**config.mk**
```make
export PLATFORM = sky130hd
export DESIGN_NAME = cec_range_check
export DESIGN_NICKNAME = d
export VERILOG_FILES = /design/src/rtl/cec_range_check.sv
export VERILOG_INCLUDE_DIRS = /design/src /design/src/rtl
export SDC_FILE = /design/constraint.sdc
export NUM_CORES = 1
export LEC_CHECK = 0
export BUFFER_PORTS_ARGS = -buffer_cell sky130_fd_sc_hd__buf_2
export CAP_MARGIN = 20
export CORE_ASPECT_RATIO = 1.5
export CORE_MARGIN = 4
export CORE_UTILIZATION = 53
export DETAILED_ROUTE_END_ITERATION = 8
export PLACE_DENSITY = 0.87
export SETUP_SLACK_MARGIN = 0.4
export SLEW_MARGIN = 20
export SYNTH_ARGS = -nofsm -noshare
export SYNTH_HDL_FRONTEND = slang
export SYNTH_SLANG_ARGS = --single-unit
```
**constraint.sdc**
```tcl
create_clock -name vclk -period 4.7
set_input_delay 0.47 -clock vclk [all_inputs]
set_output_delay 0.47 -clock vclk [all_outputs]
set_load 0.01 [all_outputs]
```
**src/rtl/cec_defines.svh**
```systemverilog
// constants for the command error checker: codes, offsets, fields
`ifndef CEC_DEFINES_SVH
`define CEC_DEFINES_SVH

`define CEC_ERR_NONE 8'h00
`define CEC_ERR_STATE 8'h64
`define CEC_ERR_OVER 8'h65
`define CEC_ERR_UNDER 8'h66
`define CEC_ERR_ADDR 8'h67
`define CEC_ERR_COUNT 8'h68
`define CEC_ERR_DATA 8'h69
`define CEC_ERR_CHOICE 8'h6A
`define CEC_ERR_UNSTABLE 8'h78
`define CEC_ERR_NEGATIVE 8'h79
`define CEC_ERR_RELATIVE 8'h7A
`define CEC_ERR_SETPOINT 8'h7C
`define CEC_ERR_TARE_ZERO 8'h7E
`define CEC_ERR_REMOTE 8'h7F
`define CEC_ERR_SETUP 8'h82
`define CEC_ERR_PORT 8'h84
`define CEC_ERR_LOCKED 8'h85
`define CEC_ERR_OPTION 8'h86
`define CEC_ERR_PRN_FULL 8'h8A
`define CEC_ERR_PRN_NONE 8'h8B
`define CEC_ERR_BUSY 8'h8C

// register offsets (word index on the plain port)
`define CEC_REG_CTRL 4'h0
`define CEC_REG_STATUS 4'h1
`define CEC_REG_LIMIT_HI 4'h2
`define CEC_REG_LIMIT_LO 4'h3
`define CEC_REG_REG_BASE 4'h4
`define CEC_REG_REG_TOP 4'h5
`define CEC_REG_OPTIONS 4'h6
`define CEC_REG_RESULT 4'h7
`define CEC_REG_COUNTS 4'h8

// control register fields
`define CEC_CTRL_MOTION 0
`define CEC_CTRL_UNIPOLAR 1
`define CEC_CTRL_LEGAL_LOCK 2
`define CEC_CTRL_PRN_CFG 3
`define CEC_CTRL_SETPT_OFF 4
`define CEC_CTRL_RESET 16'h0000

// reset values, register count limit and port numbers
`define CEC_LIMIT_HI_RESET 16'hFFFF
`define CEC_LIMIT_LO_RESET 16'h0000
`define CEC_REG_BASE_RESET 16'h0000
`define CEC_REG_TOP_RESET 16'h00FF
`define CEC_OPTIONS_RESET 16'h0000
`define CEC_MAX_REG_COUNT 8'h7B
`define CEC_UPGRADE_PORT 2'h1
`define CEC_PRINT_PORT_NONE 2'h0

`endif

```
**src/rtl/cec_range_check.sv**
```systemverilog
// range checks of a value and of a register write window
`timescale 1ns/1ps
`default_nettype none
module cec_range_check (
    input wire logic [15:0] value_i,
    input wire logic [15:0] limit_hi_i,
    input wire logic [15:0] limit_lo_i,
    input wire logic [15:0] reg_addr_i,
    input wire logic [7:0] reg_count_i,
    input wire logic [15:0] reg_base_i,
    input wire logic [15:0] reg_top_i,
    output logic over_o,
    output logic under_o,
    output logic bad_addr_o,
    output logic bad_count_o
);
    `include "cec_defines.svh"

    logic [16:0] last_addr;

    // the count is checked against the window end, not only its maximum
    assign last_addr = {1'b0, reg_addr_i} + {9'h000, reg_count_i} - 17'h0_0001;
    assign over_o = value_i > limit_hi_i;
    assign under_o = value_i < limit_lo_i;
    assign bad_addr_o = (reg_addr_i < reg_base_i) || (reg_addr_i > reg_top_i);
    assign bad_count_o = (reg_count_i == 8'h00)
        || (reg_count_i > `CEC_MAX_REG_COUNT)
        || (last_addr > {1'b0, reg_top_i});
endmodule : cec_range_check
`default_nettype wire

```
# ---- Word-level counts from Yosys, hierarchy flattened
# Index checks and enable logic that the tools add are counted.
dict set report totals {
  register_bits 0
  in_bits 104
  out_inout_bits 4
  elab_cells 12
}
dict set report classes {
  addsub 2
  n_lt_le_gt_ge 6
  reduce_logical 4
}
# op n
set op_table {}
lappend op_table {{> comparator 16 bit} 2}
lappend op_table {{less-than comparator 16 bit} 2}
lappend op_table {{adder 16 x 8 -> 17 bit} 1}
lappend op_table {{> comparator 17 x 16 -> 1 bit} 1}
lappend op_table {{subtractor 17 x 1 -> 17 bit, second input constant} 1}
lappend op_table {{> comparator 8 x 7 -> 1 bit, second input constant} 1}
lappend op_table {{zero test 8 bit} 1}
lappend op_table {{logical OR 1 bit} 3}

# ---- Logic depth before layout (Yosys ltp)
# Gate-level depths: netlist of run 1.
dict set report logic_depth {
  word_depth 4
  mapped_depth 19
  depth_no_buf 19
}

# ---- Worst setup path before layout of run 1
# No wires, ideal clock.
dict set report synth_path {
  path_kind {input to output}
  from {input port reg_count_i[1]}
  to {output port bad_count_o}
  arrival_time_ps 3318
  t_required_ps 4230
  slack_ps 912
  cell_stages 19
  path_buffers 0
  path_cell_list {inv_1 ha_1 inv_1 ha_1 inv_1 fa_1 inv_1 a21o_1 a41o_2 a211o_1 a21oi_2 xnor2_1 ha_1 nand4_1 nor2_1 nand2_1 nor2_1 nor4_1 o311ai_1}
}
dict set report synth_via {
  elab_chain_cells 4
  word_cells_on_any_way 7
}
# element line_no
set synth_rtl {}
lappend synth_rtl {{from (decl)} cec_range_check.sv:9} ;# input wire logic [7:0] reg_count_i,
lappend synth_rtl {{adder 16 x 8 -> 17 bit} cec_range_check.sv:22} ;# assign last_addr = {1'b0, reg_addr_i} + {9'h000, reg_count_i} - 17'h0_0001;
lappend synth_rtl {{subtractor 17 x 1 -> 17 bit} cec_range_check.sv:22}
lappend synth_rtl {{> comparator 17 x 16 -> 1 bit} cec_range_check.sv:28} ;# || (last_addr > {1'b0, reg_top_i});
lappend synth_rtl {{logical OR 1 bit (*)} cec_range_check.sv:26} ;# assign bad_count_o = (reg_count_i == 8'h00)
lappend synth_rtl {{to (decl)} cec_range_check.sv:15} ;# output logic bad_count_o
# Every way passes the cells marked *; elsewhere a longest branch is shown, timed or not.

# ---- Worst setup path after layout of run 1
dict set report layout_path {
  from {input port reg_addr_i[2]}
  to {output port bad_count_o}
}
dict set report layout_via {
  elab_chain_cells 4
}
# element line_no
set layout_rtl {}
lappend layout_rtl {{from (decl)} cec_range_check.sv:8} ;# input wire logic [15:0] reg_addr_i,
lappend layout_rtl {{adder 16 x 8 -> 17 bit} cec_range_check.sv:22}
lappend layout_rtl {{subtractor 17 x 1 -> 17 bit} cec_range_check.sv:22}
lappend layout_rtl {{> comparator 17 x 16 -> 1 bit} cec_range_check.sv:28}
lappend layout_rtl {{logical OR 1 bit} cec_range_check.sv:26}
# Every way passes these cells.

==> impl_metrics.csv, run 1 <==
group,metric,value,unit
placed_design,port_buffers,108,
sta,tightestPinTransition,0.702,ns
die,start_util,55.5,%
setup_path,crit_path_top_delay_cell,"nor4_1",
logic_synthesis,synth.net_count,613,
layout,clock_buffers,0,
layout,layout_common_cells,"buf_2 (106), inv_1 (102), ha_1 (94), a21oi_1 (28), nor2_1 (19)",
logic_synthesis,syn_area_per_cell,7.10,µm²
sta,report.final.hold_viol_count,0,
setup_path,crit_type,"in -> out",
placed_design,gp_congestion,0.965,
grt,grt_pass1_wl,12300,µm
logic_synthesis,syn-cell-area,2890,µm²
sta,slew_viol_final,0,
power_and_ir_drop,power,0.467,mW
setup_path,slowest_delay,0.37,ns
grt,grt_use_total,22.3,%
route,ant_nets,0,
power_and_ir_drop,irDropWorstVdd,0.0736,mV
logic_synthesis,synthCells,407,
die,dieArea,6720,µm²
grt,grt_overflow,0,
sta,setup_violations,0,
layout,layout_commonest_cell,"buf_2",
run,drv_cap,0,
route,viasPerCell,5.56,
sta,maxSlewHeadroom,52.0,%
layout,syn_to_final_growth,27.9,%
route,wl,8380,µm
setup_path,crit_chain,"buf_2, inv_1, ha_4, inv_1, ha_1, a211oi_2, buf_4, o211ai_1, nand2_1, and2_1, o21ai_0, xor2_1, ha_1, nand3_1, nor4_1, o311ai_1, buf_2",
power_and_ir_drop,cellPowerDensity,126,nW/µm²
sta,period_needed,4.13,ns
hold_path,hp-class,"in -> out",
route,drc,0,
layout,diodes,0,
layout,regArea,0,µm²
setup_path,end_kind,"output pin",
grt,grt_max_degree,9,
route,wl_per_cell,14.2,µm
route,vias,3278,
sta,setup_tns,0,ns
die,core,5200,µm²
sta,grt_setup_unrepaired,"yes",
layout,num-nets-final,730,
grt,antenna_found_initial,0,
sta,fmax,242,MHz
die,die_w,68.3,µm
layout,seq_cell_count,0,
route,drtIter0Drc,78,
outcome,status,"completed",
setup_path,worstSetupStartpointType,"input pin",
setup_path,required,4.23,ns
grt,grt_pass1_vias,3272,
die,num_io_pins,108,
setup_path,arrival,3.66,ns
layout,layout-drive-gt1-share,27.4,%
route,drt-pass1-iter-count,4,
setup_path,crit_fanout,3,
placed_design,post-place-cells,582,
die,rows,32,
die,die_h,98.4,µm
logic_synthesis,seq_area_frac_synth,0,%
placed_design,hpwl,7220,µm
logic_synthesis,synth_cell_types,43,
sta,period_share,87.9,%
logic_synthesis,ys_warn_count,0,
power_and_ir_drop,p_leak,2.24,nW
layout,fin_cells,590,
layout,fill_cells,439,
per-layer routing:
layer | wire length, µm | part of all wire (%) | GRT usage [%]
met1 | 3030 | 36 | 20.4
met2 | 4490 | 54 | 47.8
met3 | 479 | 5.7 | 0.456
met4 | 375 | 4.5 | 7.81
met5 | 0 | 0 | 0
worst paths after layout:
path	startpoint	endpoint	slack (ns)	cells past startpoint
setup / recovery	reg_addr_i[2]	bad_count_o	0.57	17
hold / removal	reg_addr_i[15]	bad_addr_o	1.41	4
layout make-up:
class	instances	area [µm²]	share of cell area [%]
inverter	111	422	11.4
timing repair buffer	116	617	16.7
tap	68	85.1	2.30
multi-input combinational	295	2570	69.6
cells in the mapped netlist:
cell | n | share of area, %
inv_1 | 111 | 14
ha_1 | 101 | 44
a21oi_1 | 29 | 5.0
nor2_1 | 20 | 2.6
nand2_1 | 18 | 2.3
o21ai_0 | 15 | 2.6
a21o_1 | 14 | 3.6
nand4_1 | 13 | 2.8
xnor2_1 | 11 | 3.3
nand3_1 | 7 | 1.2
nor2b_1 | 6 | 1.3
o21a_1 | 6 | 1.6
nor4_1 | 5 | 1.1
a211o_1 | 4 | 1.2
a211oi_1 | 3 | 0.78
a21oi_2 | 3 | 0.91
nor3_1 | 3 | 0.52
o21bai_1 | 3 | 0.78
a2111oi_0 | 2 | 0.61
a211oi_2 | 2 | 0.87
a31oi_1 | 2 | 0.43
and3_1 | 2 | 0.43
nand2b_1 | 2 | 0.43
nor3b_1 | 2 | 0.52
o2111ai_1 | 2 | 0.61
o211ai_1 | 2 | 0.52
o21ai_1 | 2 | 0.35
xor2_1 | 2 | 0.61
a21boi_0 | 1 | 0.26
a311o_1 | 1 | 0.35
a311oi_1 | 1 | 0.30
a32oi_1 | 1 | 0.30
a41o_2 | 1 | 0.39
a41oi_1 | 1 | 0.30
and2_1 | 1 | 0.22
buf_2 | 1 | 0.17
fa_1 | 1 | 0.69
mux2i_1 | 1 | 0.35
o211a_1 | 1 | 0.35
o22ai_1 | 1 | 0.22
o311ai_1 | 1 | 0.30
o32ai_1 | 1 | 0.30
o41ai_1 | 1 | 0.30
through the flow:
stage / utilization, % / hold slack, ns / worst slack, ns / area, µm²
global route: 71.0 / 1.45 / 0.286 / 3700
global placement: 67.5 / 1.39 / 0.606 / 3510
detailed placement: 67.5 / 1.41 / 0.441 / 3510
finish: 71.0 / 1.41 / 0.569 / 3700
CTS: 67.5 / 1.41 / 0.424 / 3510
floorplan: - / 1.17 / 0.912 / 2890
report_power, final:
part | switching (mW) | internal (mW)
clock | 0 | 0
combinational | 0.242 | 0.225
sequential | 0 | 0
total | 0.242 | 0.225
worst max-delay path, delay by kind of cell:
family | cells | cell delay (ns)
AO/OA/AOI/OAI | 4 | 0.72
adder cells (fa/ha/maj) | 3 | 0.91
buffers and inverters | 5 | 0.58
XOR/XNOR | 1 | 0.19
AND/OR/NAND/NOR | 4 | 0.79
what timing repair did:
action,in CTS,in global routing
setup buffers,0,8
setup endpoints to repair,0,1
gates resized for setup,0,29
hold buffers,0,0
kinds of logic (layout without fill, tap and decap cells):
| kind of cell | count (synthesis) | count (layout) | synth area share, % |
|---|---|---|---|
| AOI/OAI and AO/OA | 100 | 100 | 23.2 |
| xor gates and xnor gates | 13 | 13 | 3.94 |
| adders and majority gates | 102 | 102 | 44.4 |
| buffers and inverters | 112 | 227 | 14.6 |
| muxes | 1 | 1 | 0.346 |
| and+or+nand+nor | 79 | 79 | 13.5 |
(Power assumes the default switching activity.)
==> run 2: changes to the inputs <==
--- a/config.mk
+++ b/config.mk
@@ -10,9 +10,10 @@
 export CAP_MARGIN = 20
 export CORE_ASPECT_RATIO = 1.5
 export CORE_MARGIN = 4
-export CORE_UTILIZATION = 53
+export CORE_UTILIZATION = 48
 export DETAILED_ROUTE_END_ITERATION = 8
-export PLACE_DENSITY = 0.87
+export GPL_ROUTABILITY_DRIVEN = 1
+export PLACE_DENSITY = 0.83
 export SETUP_SLACK_MARGIN = 0.4
 export SLEW_MARGIN = 20
 export SYNTH_ARGS = -nofsm -noshare
==> constraint.sdc (replaced) <==
create_clock -name vclk -period 3.6
set_input_delay 0.36 -clock vclk [all_inputs]
set_output_delay 0.36 -clock vclk [all_outputs]
set_load 0.01 [all_outputs]
==> run 2 against run 1 <==
The run now ends with setup timing left. Wire length grew 8.4%. Sequential cell count is the same. Cell count grew 5.6%. Largest cell class unchanged. Highest routed layer unchanged.
==> impl_metrics.csv, run 2 (synthesis gave the netlist of run 1 again) <==
group,metric,value,unit
route,drc,0,
outcome,violations,"setup timing",
grt,grt_pass1_vias,3485,
setup_path,startpoint,"reg_addr_i[3]",
setup_path,crit_type,"in -> out",
power_and_ir_drop,p_leak,2.40,nW
hold_path,hp-class,"in -> out",
layout,final_area,4070,µm²
sta,fmax,252,MHz
route,drt-pass1-iter-count,4,
layout,fin_util,69.9,%
power_and_ir_drop,switchingPower,0.359,mW
die,die_w,71.4,µm
setup_path,end_kind,"output pin",
sta,final.setup.worst_slack,-0.370,ns
power_and_ir_drop,pwr-share-seq,0,%
setup_path,crit_fanout,3,
run,drv_cap,0,
power_and_ir_drop,power,0.717,mW
power_and_ir_drop,p_clk_share,0,%
sta,setup_violations,1,
die,die_h,103,µm
grt,grt_max_degree,9,
route,wl_per_cell,14.6,µm
sta,tightestPinTransition,0.579,ns
placed_design,gp_congestion,0.940,
die,rows,34,
layout,seq_cell_count,0,
setup_path,arrival,3.61,ns
hold_path,holdCritStartpoint,"reg_addr_i[15]",
layout,diodes,0,
grt,grt_pass1_wl,14200,µm
power_and_ir_drop,p_comb_share,100.0,%
layout,clock_buffers,0,
outcome,status,"complete, but fails checks",
power_and_ir_drop,internal_power,0.358,mW
layout,multi_input_area,2680,µm²
power_and_ir_drop,irDropWorstVdd,0.121,mV
sta,grt_setup_unrepaired,"yes",
sta,period_share,110,%
layout,layout_commonest_cell,"buf_2",
clock_tree,ctsHoldBuffers,0,
layout,syn_to_final_growth,40.9,%
grt,grt_overflow,0,
layout,layout-drive-gt1-share,34.3,%
power_and_ir_drop,cellPowerDensity,176,nW/µm²
placed_design,place_area,3760,µm²
setup_path,worstSetupStartpointType,"input pin",
sta,report.final.hold_viol_count,0,
die,num_io_pins,108,
layout,num-nets-final,759,
die,start_util,49.6,%
die,core,5830,µm²
placed_design,port_buffers,108,
power_and_ir_drop,netSwitchingFraction,50.0,%
sta,period_needed,3.97,ns
route,wl,9090,µm
sta,maxSlewHeadroom,60.4,%
placed_design,hpwl,7530,µm
grt,antenna_found_initial,0,
die,dieArea,7350,µm²
layout,layout_common_cells,"buf_2 (103), inv_1 (95), ha_1 (90), buf_4 (35), a21oi_1 (27)",
route,drtIter0Drc,37,
setup_path,required,3.24,ns
sta,holdWs,1.19,ns
route,viasPerCell,5.40,
layout,fill_cells,445,
grt,grt_use_total,23.2,%
setup_path,cp-endpoint,"bad_count_o",
sta,slew_viol_final,0,
layout,regArea,0,µm²
route,ant_nets,0,
route,vias,3364,
==> run 2: changes by cell type in the layout (fill, tap and decap cells not counted), moves of 2 or more <==
cell | previous run | this run
buf_4 | 8 | 35
inv_1 | 102 | 95
ha_4 | 6 | 11
inv_2 | 7 | 12
buf_6 | 1 | 5
ha_1 | 94 | 90
buf_2 | 106 | 103
nor4_1 | 5 | 3
==> run 2: metal layers <==
metal	vias to the layer above	GRT usage, %	part of all wire (%)	routed length, µm
met3	32	1.66	5.8	531
met5	-	0	0	0
met1	1496	22.9	36	3260
met2	131	46.2	53	4820
li1	1705	-	-	-
met4	0	13.9	5.3	480
==> run 2: critical path, cell delays in order <==
cell and delay (ns):
buf_2 0.11, inv_2 0.05, ha_4 0.25, inv_2 0.04
ha_4 0.25, o211ai_1 0.32, o21ai_2 0.11, a31oi_1 0.23
o21bai_1 0.10, a21oi_1 0.15, xnor2_1 0.11, ha_1 0.34
a21oi_2 0.22, nor2b_4 0.06, o21ai_2 0.15, nand4_1 0.12
nor4_2 0.31, o311ai_2 0.16, buf_2 0.17
==> run 2: final cells by class <==
| type | instances | share of cell area [%] |
|---|---|---|
| timing repair buffer | 145 | 21.2 |
| tap | 72 | 2.21 |
| multi-input combinational | 295 | 65.9 |
| inverter | 111 | 10.7 |
==> run 2: timing repair <==
item                                    4_1_cts  5_1_grt
endpoints found under the hold margin         0        0
buffers inserted                              1       10
endpoints found under the setup margin        1        1
gates resized for setup                      15       34
pin swaps                                    13       26
==> run 2: worst min path at each step <==
| stage | endpoint | depth (start not counted) |
|---|---|---|
| 2_1_floorplan | bad_addr_o | 2 |
| 3_3_place_gp | bad_addr_o | 4 |
| 3_5_place_dp | bad_addr_o | 4 |
| 4_1_cts | bad_addr_o | 4 |
| 5_1_grt | bad_addr_o | 4 |
| 6_report | bad_addr_o | 4 |
==> run 2: stage by stage <==
stage	cells	setup WS, ns	setup TNS [ns]
5_1_grt	623	-0.514	-0.514
3_3_place_gp	612	-0.152	-0.152
3_5_place_dp	612	-0.261	-0.261
4_1_cts	613	-0.132	-0.132
6_report	623	-0.370	-0.370
2_1_floorplan	407	0.120	0
==> run 2: power groups by stage <==
stage	logic, mW	clock network [mW]	registers (mW)
CTS	0.628	0	0
detailed placement	0.597	0	0
global route	0.794	0	0
finish	0.717	0	0
floorplan	0.384	0	0
global placement	0.573	0	0
==> run 3: changes to the inputs <==
--- a/config.mk
+++ b/config.mk
@@ -9,7 +9,7 @@
 export BUFFER_PORTS_ARGS = -buffer_cell sky130_fd_sc_hd__buf_2
 export CAP_MARGIN = 20
 export CORE_ASPECT_RATIO = 1.5
-export CORE_MARGIN = 4
+export CORE_MARGIN = 1.5
 export CORE_UTILIZATION = 48
 export DETAILED_ROUTE_END_ITERATION = 8
 export GPL_ROUTABILITY_DRIVEN = 1
==> run 3 against run 2 <==
The run still ends with setup timing left. Highest routed layer unchanged. Largest cell class unchanged. Sequential cell count did not move. Global-route usage rose by 2.6 points. Via count barely moved. Die area fell by 12%. Critical path depth rose by 1. Worst hold slack improved by 0.0052 ns. Setup slack improved by 0.068 ns. Non-clock buffer count did not move. Design area rose by 0.28%. Wire length fell by 1.5%. First-iteration DRC count rose to 2.6 times the previous value. Utilization rose by 0.19 points.
==> impl_metrics.csv, run 3 (synthesis gave the netlist of run 1 again) <==
group,metric,value,unit
outcome,status,"complete, but fails checks",
outcome,violations,"setup timing",
die,die_w,66.4,µm
layout,regArea,0,µm²
route,drtIter0Drc,95,
sta,slew_viol_final,0,
placed_design,port_buffers,108,
layout,layout-drive-gt1-share,35.0,%
setup_path,worstSetupStartpointType,"input pin",
sta,period_share,108,%
setup_path,end_kind,"output pin",
layout,seq_cell_count,0,
route,viasPerCell,5.40,
sta,report.final.hold_viol_count,0,
die,rows,34,
setup_path,required,3.24,ns
grt,grt_overflow,0,
route,vias,3366,
placed_design,hpwl,7280,µm
placed_design,gp_congestion,0.928,
route,wl,8950,µm
power_and_ir_drop,cellPowerDensity,179,nW/µm²
sta,grt_setup_unrepaired,"yes",
die,num_io_pins,108,
die,start_util,49.6,%
layout,fin_cells,623,
layout,diodes,0,
sta,period_needed,3.90,ns
grt,antenna_found_initial,0,
hold_path,hp-class,"in -> out",
grt,grt_max_degree,9,
route,drc,0,
clock_tree,ctsHoldBuffers,0,
run,drv_cap,0,
sta,tightestPinTransition,0.807,ns
sta,final.setup.worst_slack,-0.301,ns
sta,maxSlewHeadroom,44.8,%
sta,fmax,256,MHz
power_and_ir_drop,p_leak,2.39,nW
die,die_h,98.0,µm
layout,num-nets-final,759,
setup_path,crit_fanout,4,
grt,grt_pass1_vias,3329,
setup_path,crit_type,"in -> out",
grt,grt_pass1_wl,13900,µm
layout,syn_to_final_growth,41.3,%
layout,layout_common_cells,"buf_2 (102), inv_1 (94), ha_1 (89), buf_4 (37), a21oi_1 (25)",
placed_design,post-place-cells,613,
power_and_ir_drop,power,0.732,mW
route,wl_per_cell,14.4,µm
grt,grt_use_total,25.9,%
sta,setup_violations,1,
layout,clock_buffers,0,
hold_path,worstHoldPathCells,5,
sta,holdWs,1.19,ns
layout,layout_commonest_cell,"buf_2",
power_and_ir_drop,irDropWorstVdd,0.110,mV
route,drt-pass1-iter-count,4,
route,ant_nets,0,
layout,fill_cells,452,
setup_path,arrival,3.54,ns
die,core,5830,µm²
die,dieArea,6510,µm²
-- run 3: cell counts in the layout (fill, tap and decap cells not counted) --
Identical to the previous run, type by type.
-- run 3: layout make-up --
type | instances | area, µm² | share of cell area [%]
timing repair buffer | 145 | 871 | 21.3
multi-input combinational | 295 | 2680 | 65.7
inverter | 111 | 439 | 10.8
tap | 72 | 90.1 | 2.21
-- run 3: routing by layer --
metal / global-route usage, % / vias up / part of all wire [%]
met5: 0 / - / 0
met4: 7.38 / 0 / 3.6
met3: 0.922 / 24 / 4.1
met2: 54.4 / 130 / 54
met1: 25.5 / 1507 / 38
li1: - / 1705 / -
-- run 3: worst paths after layout --
check                 slack (ns)      startpoint     endpoint
worst max-delay path       -0.30   reg_addr_i[1]  bad_count_o
worst min-delay path        1.19  reg_base_i[15]   bad_addr_o
-- run 3: through the flow --
step	utilization [%]	area, µm²	setup TNS (ns)	setup slack (ns)
finish	70.1	4080	-0.301	-0.301
floorplan	-	2940	0	0.120
global placement	64.7	3770	-0.173	-0.173
global route	70.1	4080	-0.418	-0.418
detailed placement	64.7	3770	-0.284	-0.284
CTS	66.4	3870	-0.181	-0.181
-- run 3: timing repair --
action	4_1_cts	5_1_grt
setup endpoints to repair	1	1
setup buffers	2	8
resized for setup	18	36
pin swaps	17	24
-- run 3: critical path: stages --
cell and delay (ns):
buf_8 0.09, inv_8 0.03, ha_4 0.25, inv_4 0.03
ha_4 0.15, inv_2 0.05, fa_2 0.20, inv_2 0.04
a21o_1 0.16, a41o_2 0.25, a211o_1 0.28, a21oi_2 0.16
xnor2_1 0.13, ha_1 0.28, nor2b_1 0.16, o21ai_1 0.12
nand4_1 0.14, nor4_2 0.32, o311ai_2 0.16, buf_2 0.17
-- run 3: where the power goes --
group          switching, mW  internal (mW)
sequential                 0              0
combinational          0.368          0.364
clock                      0              0
